`src/wake_frame_detect_regs.vh`:
```
// register offsets, field positions, reset values and timing counts
`ifndef WAKE_FRAME_DETECT_REGS_VH
`define WAKE_FRAME_DETECT_REGS_VH

// register byte offsets on the apb bus
`define WFD_CTRL_ADDR      12'h000
`define WFD_STATUS_ADDR    12'h004
`define WFD_MASK_ADDR      12'h008
`define WFD_STATION_LO     12'h00c
`define WFD_STATION_HI     12'h010
`define WFD_PASS_LO        12'h014
`define WFD_PASS_HI        12'h018
`define WFD_PULSE_ADDR     12'h01c
`define WFD_PAT_LEN_ADDR   12'h020
`define WFD_PAT_BASE       12'h100
`define WFD_PAT_MASK_BASE  12'h200

// control register fields
`define WFD_CTRL_SIG_EN    0
`define WFD_CTRL_PASS_EN   1
`define WFD_CTRL_PAT_EN    2
`define WFD_CTRL_BCAST_EN  3
`define WFD_CTRL_UCAST_EN  4
`define WFD_CTRL_LEVEL     5
`define WFD_CTRL_GPIO_LSB  6
`define WFD_CTRL_WIDTH     8
`define WFD_CTRL_RESET     8'h00

// status and mask fields
`define WFD_ST_SIG         0
`define WFD_ST_PASS        1
`define WFD_ST_PAT         2
`define WFD_ST_CRC_BAD     3
`define WFD_ST_WIDTH       4

// signature layout
`define WFD_SYNC_BYTES     6
`define WFD_ADDR_COPIES    16
`define WFD_PAT_BYTES      64
`define WFD_GPIO_COUNT     4

// default pulse width in system clocks
`define WFD_PULSE_RESET    8'h04

`endif

```
`src/wake_crc32.v`:
```
// crc-32 checker over received bytes, reflected ethernet polynomial
`timescale 1ns/1ps
module wake_crc32 (
  // clock and reset
  input  wire        SYS_CLK,
  input  wire        RST,
  // byte stream
  input  wire        clear,
  input  wire        byte_valid,
  input  wire [7:0]  byte_data,
  // result
  output wire        crc_good
);
  reg  [31:0] crc;        // running remainder
  reg  [31:0] next_crc;   // remainder after this byte
  integer     i;

  // bitwise update, lsb first as on the wire
  always @* begin
    next_crc = crc;
    for (i = 0; i < 8; i = i + 1) begin
      if (next_crc[0] ^ byte_data[i])
        next_crc = (next_crc >> 1) ^ 32'hedb88320;
      else
        next_crc = next_crc >> 1;
    end
  end

  // preset at frame start, folds in each byte
  always @(posedge SYS_CLK) begin
    if (RST || clear)
      crc <= 32'hffffffff;
    else if (byte_valid)
      crc <= next_crc;
  end

  // residue after a good fcs has been folded in
  assign crc_good = (crc == 32'hdebb20e3);
endmodule

```
`src/wake_event_out.v`:
```
// wake notification shaper: pulse or level on a selected gpio
`timescale 1ns/1ps
module wake_event_out (
  // clock and reset
  input  wire       SYS_CLK,
  input  wire       RST,
  // control
  input  wire       fire,
  input  wire       level_mode,
  input  wire       level_clear,
  input  wire [1:0] gpio_sel,
  input  wire [7:0] pulse_len,
  // gpio pins
  output reg  [3:0] gpio
);
  reg       active;  // event currently shown
  reg [7:0] count;   // pulse cycles left

  // level holds until cleared; pulse counts down (set wins over clear)
  always @(posedge SYS_CLK) begin
    if (RST) begin
      active <= 1'b0;
      count  <= 8'h00;
    end else if (fire) begin
      active <= 1'b1;
      count  <= (pulse_len == 8'h00) ? 8'h01 : pulse_len;
    end else if (level_mode) begin
      if (level_clear)
        active <= 1'b0;
    end else if (count > 8'h01) begin
      count <= count - 8'h01;
    end else begin
      active <= 1'b0;
      count  <= 8'h00;
    end
  end

  // drive only the chosen pin, registered
  always @(posedge SYS_CLK) begin
    if (RST)
      gpio <= 4'h0;
    else
      gpio <= active ? (4'h1 << gpio_sel) : 4'h0;
  end
endmodule

```
`src/wake_frame_detector.v`:
```
// wake frame detector: signature, password and pattern match with apb regs
`timescale 1ns/1ps
`include "wake_frame_detect_regs.vh"

// Contract
// [RULE_01] notify by status, gpio or interrupt
// [RULE_02] detect signature, password, custom pattern
// [RULE_03] wake event as pulse or level
// [RULE_04] detection independent of line speed
// [RULE_05] bad crc suppresses wake interrupt
// [RULE_06] password must follow signature when enabled
// [RULE_07] one 64-byte configurable pattern wakes
// [RULE_08] broadcast and unicast enables independent
// [RULE_09] six 0xff bytes start signature
// [RULE_10] sixteen station address copies then password
// [RULE_11] scan only own or broadcast destination
// [RULE_12] signature compared on whole bytes
// [RULE_13] status sticky; partial match dropped at frame end
module wake_frame_detector (
  // clock and reset
  input  wire        SYS_CLK,
  input  wire        RST,
  // receive byte stream from the pcs
  input  wire        RX_FRAME,
  input  wire        RX_VALID,
  input  wire [7:0]  RX_DATA,
  // apb slave
  input  wire        PSEL,
  input  wire        PENABLE,
  input  wire        PWRITE,
  input  wire [11:0] PADDR,
  input  wire [31:0] PWDATA,
  output reg  [31:0] PRDATA,
  output wire        PREADY,
  output wire        PSLVERR,
  // notification
  output wire        IRQ,
  output wire [3:0]  GPIO_WAKE
);
  // pin synchronisers: two flops before any logic
  reg        frame_s1;
  reg        frame_s2;
  reg        valid_s1;
  reg        valid_s2;
  reg [7:0]  data_s1;
  reg [7:0]  data_s2;
  reg        frame_d;   // previous synced frame level

  // configuration registers
  reg [`WFD_CTRL_WIDTH-1:0] ctrl;
  reg [`WFD_ST_WIDTH-1:0]   status;
  reg [`WFD_ST_WIDTH-1:0]   mask;
  reg [47:0] station;      // own station address, byte 0 first on wire
  reg [47:0] password;     // password bytes
  reg [7:0]  pulse_len;    // gpio pulse width
  reg [6:0]  pat_len;      // pattern length in bytes, 1..64
  reg [7:0]  pattern [0:`WFD_PAT_BYTES-1];
  reg [`WFD_PAT_BYTES-1:0] pat_care; // per byte compare enable

  // frame parsing state
  reg [10:0] pos;          // byte index in frame
  reg        addr_ok;      // destination accepted so far
  reg        is_bcast;     // destination all ones so far
  reg        is_ucast;     // destination equals station so far
  reg [2:0]  sync_run;     // count of consecutive 0xff
  reg [6:0]  sig_cnt;      // address bytes matched
  reg [2:0]  pass_cnt;     // password bytes matched
  reg        sig_found;    // signature seen in this frame
  reg        pass_found;   // signature plus password seen
  reg        pat_ok;       // pattern still matching
  reg [2:0]  state;
  reg [2:0]  next_state;

  // scan states
  localparam ST_HUNT = 3'd0;  // looking for sync run
  localparam ST_ADDR = 3'd1;  // matching address copies
  localparam ST_PASS = 3'd2;  // matching password
  localparam ST_DONE = 3'd3;  // signature complete

  wire       byte_en;    // one synced byte this cycle
  wire       frame_end;  // falling edge of frame
  wire       frame_beg;  // rising edge of frame
  wire       crc_good;
  wire [7:0] sta_byte;   // expected station byte
  wire [7:0] pwd_byte;   // expected password byte
  wire       pass_need;
  wire       wr;
  wire       rd;
  wire [3:0] set_ev;     // status events this cycle
  wire       fire;

  // synchronise all receive pins to the system clock
  always @(posedge SYS_CLK) begin
    if (RST) begin
      frame_s1 <= 1'b0;
      frame_s2 <= 1'b0;
      valid_s1 <= 1'b0;
      valid_s2 <= 1'b0;
      data_s1  <= 8'h00;
      data_s2  <= 8'h00;
      frame_d  <= 1'b0;
    end else begin
      frame_s1 <= RX_FRAME;
      frame_s2 <= frame_s1;
      valid_s1 <= RX_VALID;
      valid_s2 <= valid_s1;
      data_s1  <= RX_DATA;
      data_s2  <= data_s1;
      frame_d  <= frame_s2;
    end
  end

  // byte stream is speed agnostic: any rate of valid strobes works
  assign byte_en   = valid_s2 && frame_s2;                       // RULE_04
  assign frame_end = frame_d && !frame_s2;
  assign frame_beg = frame_s2 && !frame_d;

  // expected address byte cycles through the six station bytes
  assign sta_byte = station[8*((sig_cnt % 7'd6) + 7'd0) +: 8];  // RULE_10
  assign pwd_byte = password[8*pass_cnt +: 8];
  assign pass_need = ctrl[`WFD_CTRL_PASS_EN];

  // crc over the whole frame including fcs
  wake_crc32 u_crc (
    .SYS_CLK    (SYS_CLK),
    .RST        (RST),
    .clear      (frame_beg),
    .byte_valid (byte_en),
    .byte_data  (data_s2),
    .crc_good   (crc_good)
  );

  // signature scanner next state, whole bytes only
  always @* begin
    next_state = state;
    case (state)
      ST_HUNT: begin
        if (byte_en && sync_run == 3'd5 && data_s2 == 8'hff)  // RULE_09
          next_state = ST_ADDR;
      end
      ST_ADDR: begin
        if (byte_en) begin
          if (data_s2 != sta_byte)                          // RULE_12
            next_state = ST_HUNT;
          else if (sig_cnt == 7'd95)
            next_state = pass_need ? ST_PASS : ST_DONE;      // RULE_06
        end
      end
      ST_PASS: begin
        if (byte_en) begin
          if (data_s2 != pwd_byte)
            next_state = ST_HUNT;
          else if (pass_cnt == 3'd5)
            next_state = ST_DONE;
        end
      end
      ST_DONE: next_state = ST_DONE;
      default: next_state = ST_HUNT;
    endcase
  end

  // per-frame tracking; everything partial dies at frame end
  always @(posedge SYS_CLK) begin
    if (RST || frame_beg || frame_end) begin                 // RULE_13
      state      <= ST_HUNT;
      pos        <= 11'd0;
      addr_ok    <= 1'b1;
      is_bcast   <= 1'b1;
      is_ucast   <= 1'b1;
      sync_run   <= 3'd0;
      sig_cnt    <= 7'd0;
      pass_cnt   <= 3'd0;
      sig_found  <= 1'b0;
      pass_found <= 1'b0;
      pat_ok     <= 1'b1;
    end else if (byte_en) begin
      state <= next_state;
      if (pos != 11'h7ff)
        pos <= pos + 11'd1;
      // destination filter over the first six bytes
      if (pos < 11'd6) begin                                 // RULE_11
        if (data_s2 != 8'hff)
          is_bcast <= 1'b0;
        if (data_s2 != station[8*pos[2:0] +: 8])
          is_ucast <= 1'b0;
      end
      // sync run counter saturates at six
      if (data_s2 == 8'hff)
        sync_run <= (sync_run == 3'd6) ? 3'd6 : sync_run + 3'd1;
      else
        sync_run <= 3'd0;
      // address copy counter
      if (state == ST_ADDR && next_state == ST_ADDR)
        sig_cnt <= sig_cnt + 7'd1;
      else
        sig_cnt <= 7'd0;
      if (state == ST_PASS && next_state == ST_PASS)
        pass_cnt <= pass_cnt + 3'd1;
      else
        pass_cnt <= 3'd0;
      // record a complete signature
      if (next_state == ST_DONE && state != ST_DONE) begin
        sig_found  <= 1'b1;
        pass_found <= pass_need;
      end
      // a 0xff tail inside the address run may restart a sync
      if (state == ST_ADDR && next_state == ST_HUNT &&
          data_s2 == 8'hff)
        sync_run <= 3'd1;
      // custom pattern over the first pat_len bytes
      if (pos < {4'h0, pat_len} && pos < 11'd64 &&
          pat_care[pos[5:0]] &&
          data_s2 != pattern[pos[5:0]])                      // RULE_07
        pat_ok <= 1'b0;
    end
  end

  // addressed test combines independent broadcast and unicast enables
  wire dest_hit = (is_bcast && ctrl[`WFD_CTRL_BCAST_EN]) ||
                  (is_ucast && !is_bcast &&
                   ctrl[`WFD_CTRL_UCAST_EN]);                // RULE_08
  wire pat_done = pos >= {4'h0, pat_len};

  // wake events are judged at frame end, only with a good crc; the bad-crc flag needs a bad one
  wire good_end = frame_end && dest_hit && crc_good;         // RULE_05
  assign set_ev[`WFD_ST_SIG]  = good_end && sig_found &&
                                ctrl[`WFD_CTRL_SIG_EN] && !pass_need;
  assign set_ev[`WFD_ST_PASS] = good_end && pass_found &&
                                ctrl[`WFD_CTRL_SIG_EN];      // RULE_06
  assign set_ev[`WFD_ST_PAT]  = good_end && pat_ok && pat_done &&
                                ctrl[`WFD_CTRL_PAT_EN];      // RULE_02
  assign set_ev[`WFD_ST_CRC_BAD] = frame_end && dest_hit && !crc_good &&
                                   (sig_found || (pat_ok && pat_done));
  assign fire = |set_ev[2:0];

  // apb: zero wait states, writes take effect on the access edge
  assign PREADY  = 1'b1;
  assign PSLVERR = 1'b0;
  assign wr = PSEL && PENABLE && PWRITE;
  assign rd = PSEL && !PWRITE;

  // configuration writes
  always @(posedge SYS_CLK) begin
    if (RST) begin
      ctrl      <= `WFD_CTRL_RESET;
      mask      <= {`WFD_ST_WIDTH{1'b0}};
      station   <= 48'h0;
      password  <= 48'h0;
      pulse_len <= `WFD_PULSE_RESET;
      pat_len   <= 7'd64;
      pat_care  <= {`WFD_PAT_BYTES{1'b0}};
    end else if (wr) begin
      case (PADDR)
        `WFD_CTRL_ADDR:   ctrl          <= PWDATA[7:0];
        `WFD_MASK_ADDR:   mask          <= PWDATA[3:0];
        `WFD_STATION_LO:  station[31:0] <= PWDATA;
        `WFD_STATION_HI:  station[47:32] <= PWDATA[15:0];
        `WFD_PASS_LO:     password[31:0] <= PWDATA;
        `WFD_PASS_HI:     password[47:32] <= PWDATA[15:0];
        `WFD_PULSE_ADDR:  pulse_len     <= PWDATA[7:0];
        `WFD_PAT_LEN_ADDR: begin
          // length clipped to the 64 byte store
          if (PWDATA[6:0] == 7'd0 || PWDATA[6:0] > 7'd64)
            pat_len <= 7'd64;
          else
            pat_len <= PWDATA[6:0];
        end
        default: begin
          if (PADDR[11:8] == 4'h2)
            pat_care[PADDR[7:2]] <= PWDATA[0];
        end
      endcase
    end
  end

  // pattern byte store, one per word
  genvar g;
  generate
    for (g = 0; g < `WFD_PAT_BYTES; g = g + 1) begin : pat_store
      always @(posedge SYS_CLK) begin
        if (RST)
          pattern[g] <= 8'h00;
        else if (wr && PADDR == (`WFD_PAT_BASE + 4*g))
          pattern[g] <= PWDATA[7:0];
      end
    end
  endgenerate

  // sticky status: hardware set wins over write-one-to-clear
  always @(posedge SYS_CLK) begin
    if (RST)
      status <= {`WFD_ST_WIDTH{1'b0}};
    else
      status <= (status & ~((wr && PADDR == `WFD_STATUS_ADDR) ?
                            PWDATA[3:0] : 4'h0)) | set_ev;   // RULE_13
  end

  // level interrupt from unmasked sticky bits
  assign IRQ = |(status & mask);                             // RULE_01

  // read mux, registered in setup so it is ready in access
  always @(posedge SYS_CLK) begin
    if (RST)
      PRDATA <= 32'h0;
    else if (rd && !PENABLE) begin
      case (PADDR)
        `WFD_CTRL_ADDR:    PRDATA <= {24'h0, ctrl};
        `WFD_STATUS_ADDR:  PRDATA <= {28'h0, status};
        `WFD_MASK_ADDR:    PRDATA <= {28'h0, mask};
        `WFD_STATION_LO:   PRDATA <= station[31:0];
        `WFD_STATION_HI:   PRDATA <= {16'h0, station[47:32]};
        `WFD_PASS_LO:      PRDATA <= password[31:0];
        `WFD_PASS_HI:      PRDATA <= {16'h0, password[47:32]};
        `WFD_PULSE_ADDR:   PRDATA <= {24'h0, pulse_len};
        `WFD_PAT_LEN_ADDR: PRDATA <= {25'h0, pat_len};
        default: begin
          if (PADDR[11:8] == 4'h1)
            PRDATA <= {24'h0, pattern[PADDR[7:2]]};
          else if (PADDR[11:8] == 4'h2)
            PRDATA <= {31'h0, pat_care[PADDR[7:2]]};
          else
            PRDATA <= 32'h0; // unmapped reads as zero
        end
      endcase
    end
  end

  // gpio wake event, pulse or level chosen by software
  wake_event_out u_evt (
    .SYS_CLK     (SYS_CLK),
    .RST         (RST),
    .fire        (fire),                                     // RULE_03
    .level_mode  (ctrl[`WFD_CTRL_LEVEL]),
    .level_clear (wr && PADDR == `WFD_STATUS_ADDR),
    .gpio_sel    (ctrl[`WFD_CTRL_GPIO_LSB +: 2]),
    .pulse_len   (pulse_len),
    .gpio        (GPIO_WAKE)
  );
endmodule

```
`config.mk`:
```
export PLATFORM = sky130hd
export DESIGN_NAME = wake_frame_detector
export DESIGN_NICKNAME = d
export VERILOG_FILES = /design/src/wake_crc32.v /design/src/wake_event_out.v /design/src/wake_frame_detector.v
export VERILOG_INCLUDE_DIRS = /design/src /design/src/src
export SDC_FILE = /design/constraint.sdc
export NUM_CORES = 2
export LEC_CHECK = 0
export BUFFER_PORTS_ARGS = -buffer_cell sky130_fd_sc_hd__buf_2
export CAP_MARGIN = 20
export CORE_MARGIN = 2
export CORE_UTILIZATION = 25
export DETAILED_ROUTE_END_ITERATION = 16
export MAX_ROUTING_LAYER = met4
export PLACE_DENSITY = 0.5
export SYNTH_ARGS = -nofsm -noshare
export SYNTH_HDL_FRONTEND = slang
export SYNTH_SLANG_ARGS = --single-unit
```
`constraint.sdc`:
```
create_clock -name SYS_CLK -period 5.3 [get_ports SYS_CLK]
set_input_delay 0.795 -clock SYS_CLK [delete_from_list [all_inputs] [get_ports SYS_CLK]]
set_output_delay 0.795 -clock SYS_CLK [all_outputs]
set_load 0.02 [all_outputs]
```
# Word-level counts from Yosys, hierarchy flattened
# Memories as Yosys holds them, arrays and structs flattened. A register that Yosys moved wholly into a read port is not among the register bits.
# Cells that the tools add are included.
op_classes:
  n_lt_le_gt_ge: 9
  n_eq_ne: 96
  reduce_logical: 135
  bitwise_logic: 86
  add_sub_neg: 5
  div: 1
  mux: 302
  shifts: 4
ops:
  columns: ["op", "n"]
  rows:
  - ["== test 12 x 9 -> 1 bit (second input constant)", 64]
  - ["2-to-1 mux 8 bit", 69]
  - ["case mux 32 bit (9 select lines)", 1]
  - ["2-to-1 mux 32 bit", 8]
  - ["2-to-1 mux 1 bit", 203]
  - ["NOT 13 -> 14 bit", 8]
  - ["logical AND 1 bit", 99]
  - ["indexed part select 48 x 7 -> 8 bit", 2]
  - ["bitwise mux 64 bit", 1]
  - ["bitwise OR 1 bit", 64]
  - ["== test 12 x 5 -> 1 bit (second input constant)", 4]
  - ["indexed part select 48 x 33 -> 8 bit", 1]
  - ["2-to-1 mux 3 bit", 11]
  - ["== test 32 bit (second input constant)", 1]
  - ["remainder unit 7 x 3 -> 32 bit (second input constant)", 1]
  - ["inequality test 8 bit", 4]
  - ["== test 12 x 4 -> 1 bit (second input constant)", 2]
  - ["AND reduction 2 bit", 12]
  - ["< comparator 6 x 7 -> 1 bit (second input constant)", 2]
  - ["2-to-1 mux 7 bit", 2]
  - ["binary-select mux 1 bit (select 6 bit)", 2]
  - ["== test 12 x 3 -> 1 bit (second input constant)", 1]
  - ["== test 12 x 6 -> 1 bit (second input constant)", 1]
  - ["== test 3 x 2 -> 1 bit (second input constant)", 4]
  - ["44 further kinds", 71]
totals:
  output_inout_bits: 39
  ram_bits: 512
  word_cells: 671
  ff_bits: 321
  input_bits: 59
  memories: 1
memory_table:
  columns: ["name", "words", "word_bits", "rd", "rd_clocked_by_memory_dff", "wr", "line_no", "rtl"]
  rows:
  - ["pattern", 64, 8, 2, 1, 64, "wake_frame_detector.v:57", "reg [7:0] pattern [0:`WFD_PAT_BYTES-1];"]

# Depth between registers and ports, before layout
depth:
  ltp_word: 16
  mapped_depth: 24
  depth_no_buf: 19

# Hierarchy
# Synthesis repeated with hierarchy kept, for this count alone.
unflattened:
  cells_unflattened: 3818
  area_unflattened_um2: 45197.1
by_module_without_submodules:
  columns: ["module", "cells_per_inst", "n_inst", "area_per_inst_um2", "seq_area_each_um2"]
  rows:
  - ["wake_frame_detector", 3536, 1, 42618.4, 21020.2]
  - ["wake_crc32", 208, 1, 1928.1, 640.6]
  - ["wake_event_out", 74, 1, 650.6, 260.2]

# Least setup slack after synthesis
# OpenSTA, ideal clock, no wires.
synth_timing:
  kind: "register to register"
  startpoint: "register sig_cnt[0]"
  endpoint: "register sig_cnt[2]"
  arrival_ps: 4977
  path_buffers: 5
  t_required_ps: 5230
  setup_slack_ps: 252
  setup_ps: 70
  stages_incl_launch_ff: 24
  synth_period_minus_slack_ps: 5048
  path_cell_list: "dfxtp_1 -> buf_2 -> clkbuf_1 -> buf_1 -> inv_1 -> ha_1 -> and3_1 -> a32o_1 -> nor3_1 -> a31o_2 -> buf_2 -> ha_1 -> clkbuf_1 -> inv_1 -> nand2_1 -> a32oi_1 -> nor2_1 -> nand3_1 -> o211a_1 -> o2111ai_1 -> a2111oi_4 -> a21oi_2 -> o41ai_2 -> o2bb2ai_1"
synth_between:
  elab_chain_cells: 9
  elab_cells_between_ends: 12
  cone_classes: "add/sub (1); div (1); eq/ne (3); shift (1); mux (5); reduce/logical (1)"
synth_rtl:
  columns: ["element", "line_no", "rtl"]
  rows:
  - ["from (decl)", "wake_frame_detector.v:66", "reg [6:0] sig_cnt;"]
  - ["from (signal assigned)", "wake_frame_detector.v:194", "sig_cnt <= sig_cnt + 7'd1;"]
  - ["remainder unit 7 x 3 -> 32 bit", "wake_frame_detector.v:119", "assign sta_byte = station[8*((sig_cnt % 7'd6) + 7'd0) +: 8];"]
  - ["indexed part select 48 x 33 -> 8 bit", "wake_frame_detector.v:119", null]
  - ["inequality test 8 bit", "wake_frame_detector.v:143", "if (data_s2 != sta_byte)"]
  - ["2-to-1 mux 3 bit", "wake_frame_detector.v:143", null]
  - ["2-to-1 mux 3 bit", "wake_frame_detector.v:142", "if (byte_en) begin"]
  - ["case mux 3 bit (4 select lines)", "wake_frame_detector.v:136", "case (state)"]
  - ["== test 3 x 1 -> 1 bit", "wake_frame_detector.v:193", "if (state == ST_ADDR && next_state == ST_ADDR)"]
  - ["logical AND 1 bit", "wake_frame_detector.v:193", null]
  - ["2-to-1 mux 7 bit *", "wake_frame_detector.v:193", null]
# Every way passes the cells marked *; elsewhere a longest branch is shown, timed or not.
# A chain may end at the register's enable or synchronous reset.

# Worst setup path after layout
layout_timing:
  startpoint: "register sig_cnt[6]"
  endpoint: "register sig_cnt[4]"
layout_between:
  elab_chain_cells: 9
  elab_cells_between_ends: 11
  cone_classes: "div (1); eq/ne (3); shift (1); mux (5); reduce/logical (1)"
layout_rtl:
  columns: ["element", "line_no"]
  rows:
  - ["remainder unit 7 x 3 -> 32 bit", "wake_frame_detector.v:119"]
  - ["indexed part select 48 x 33 -> 8 bit", "wake_frame_detector.v:119"]
  - ["inequality test 8 bit", "wake_frame_detector.v:143"]
  - ["2-to-1 mux 3 bit *", "wake_frame_detector.v:143"]
  - ["2-to-1 mux 3 bit *", "wake_frame_detector.v:142"]
  - ["case mux 3 bit (4 select lines) *", "wake_frame_detector.v:136"]
  - ["== test 3 x 1 -> 1 bit *", "wake_frame_detector.v:193"]
  - ["logical AND 1 bit *", "wake_frame_detector.v:193"]
  - ["2-to-1 mux 7 bit *", "wake_frame_detector.v:193"]
# Marks and branches as above.

==> out/qor.yml <==
fp.coreArea_um2: 174000
yosysUniqueCellTypes: 87
grt_overflow_total: 0
async_flop_share: 0
final.setup.worst_slack_ps: 629
cp_max_fo: 17
drc: 0
netlist_instances: 3832
cts_buffers: 93
ys_ff_latch: 839
clock_skew_ps: 33.2
num_rows: 153
clkSinkCount: 839
rsz0062_at_grt: "false"
io_buffers: 95
fp.dieH_um: 422
power_density_nw_per_um2: 303
p_leak_nw: 15.3
antenna_found_initial: 6
die_area_um2: 178000
die_w_um: 422
post-place-ws_ps: 727
hold_buffers: 0
synth_area_leaders: "edfxtp_1 35%, mux4_2 20%, dfxtp_1 15%"
path_class: "register to register"
tightest_slew_ps: 1120
fillers: 18000
hold_viol_final: 0
root_buffer: "clkbuf_16"
place_area_um2: 47300
grt_pass1_vias: 31700
stdcell_area_um2: 50300
synth_seq_area_share: 0.501
multi_input_area_um2: 20500
drt-initial-drc-count: 3638
fmax_ghz: 0.214
synth_top_area_share: 0.351
tritoncts: "built"
seqCellArea_um2: 21900
drive_gt1_frac: 0.210
max_slew_margin: 0.254
grt_max_degree: 160
ctsResizeCount: 0
setup_viol: 0
layout.cells.non_filler: 6242
vias_per_cell: 5.23
cp.required_ps: 5930
yosysMostFrequentCell: "nor2_1"
nNetsFinal: 3922
peakVddDrop_mv: 0.246
clk_pin_slew_ps: 60
clk_path_buf_depth: 3
utilization: 0.289
yosysTopAreaCell: "edfxtp_1"
post_cts_buffers: 0
synth_flop_cell: "edfxtp_1"
critPathCaptureType: "register"
fin_crit_ps: 4670
synth_nets: 3911
cp-start-kind: "register"
cap_violations: 0
area_growth_syn_to_layout_pct: 14.9
tns_ps: 0
hpwl_mm: 103
finalCritPeriodShare: 0.881
wl_per_cell_um: 25.1
drv_slew: 0
ys_warn_count: 0
ios: 98
wl_mm: 157
dp.cells: 6073
gp_congestion: 0.904
hold_path_class: "input port to register"
track_usage: 0.176
cts_max_level: 3
num_vias: 32700
clk_latency_ps: 740
synth_edf_count: 512
crit_arrival_ps: 5300
grt_pass1_wl_mm: 227
status: "complete, no violations"
syn_area_um2: 43700
syn_area_per_cell_um2: 11.4
dr.pass1.iters: 5
drtAntennaViolNets: 0
start_util: 0.252
synth_commonest_cells: "657 x nor2_1, 512 x edfxtp_1, 485 x nand2_1, 379 x mux4_2, 327 x dfxtp_1"
[final cells by class]
class	instances	area share
well taps	2325	0.0579
clock inverters	51	0.00911
clock buffers	116	0.0498
flip-flops and latches	839	0.436
diodes	2	0.0000995
multi-input cells	2630	0.408
repair buffers	246	0.0366
inverters	33	0.00246
[cell usage in the layout (no fill, tap or decap), drive strengths merged, types with 60 or more instances in the layout]
cell type,n
a21oi,241
a22oi,60
buf,246
clkbuf,116
dfxtp,327
edfxtp,512
mux4,379
nand2,486
nand3,96
nor2,658
o21ai,89
xnor2,81
[routing by layer]
layer / global-route usage / share of wire
met5: - / 0
met4: 0.0523 / 0.031
met3: 0.0317 / 0.074
met2: 0.276 / 0.48
met1: 0.232 / 0.42
[worst paths after layout]
path                                    to  slack (ps)  depth (start not counted)  startpoint
worst max-delay path            sig_cnt[4]         630                         17  sig_cnt[6]
worst min-delay path            data_s1[7]         310                          2  RX_DATA[7]
worst max register to register  sig_cnt[4]         630                         17  sig_cnt[6]
worst min register to register  data_s2[4]         450                          1  data_s1[4]
[sequential cells by signal, summed over array words and instances (netlist names), 3 cells and up, named ones only]
signal and flops:
PRDATA 32, ctrl 8, data_s1 8, data_s2 8, mask 4, pass_cnt 3, password 48, pat_care 64
pat_len 7, pattern 512, pos 11, pulse_len 8, sig_cnt 7, state 3, station 48, status 4
sync_run 3, u_crc.crc 32, u_evt.count 8, u_evt.gpio 4
[report_power, final]
group / internal, mW / switching, mW / leakage (nW) / total [mW]
Clock: 3.65 / 2.84 / 1.46 / 6.49
Sequential: 7.15 / 0.131 / 7.51 / 7.28
Combinational: 0.575 / 0.869 / 6.30 / 1.44
Total: 11.4 / 3.84 / 15.3 / 15.2
[per-stage QoR]
| step | hold WS (ps) | power [mW] |
|---|---|---|
| after floorplan | 414 | 8.27 |
| after global placement | 446 | 8.84 |
| after detailed placement | 442 | 8.85 |
| after CTS | 264 | 15.3 |
| after global routing | 286 | 15.7 |
| final | 311 | 15.2 |
[worst max-delay path, stage by stage (launching register included)]
cell	delay (ps)
dfxtp_1	680
ha_1	370
nand3b_1	250
maj3_2	340
a21oi_1	210
a31o_2	270
ha_1	380
inv_1	220
nand2_1	70
a32oi_1	260
nor2_1	60
nand3_1	90
o211a_1	140
o2111ai_1	150
a2111oi_4	590
a21oi_2	140
nand3b_4	210
a21oi_1	180
[kinds of logic after synthesis]
group                      share of synthesized area
adders and majority gates                    0.00598
xor gates and xnor gates                      0.0230
and+or+nand+nor                                0.140
buffers and inverters                         0.0322
muxes                                          0.207
AOI/OAI and AO/OA                             0.0905
DFF                                            0.501
other                                       0.000172
(Power assumes the default switching activity.)
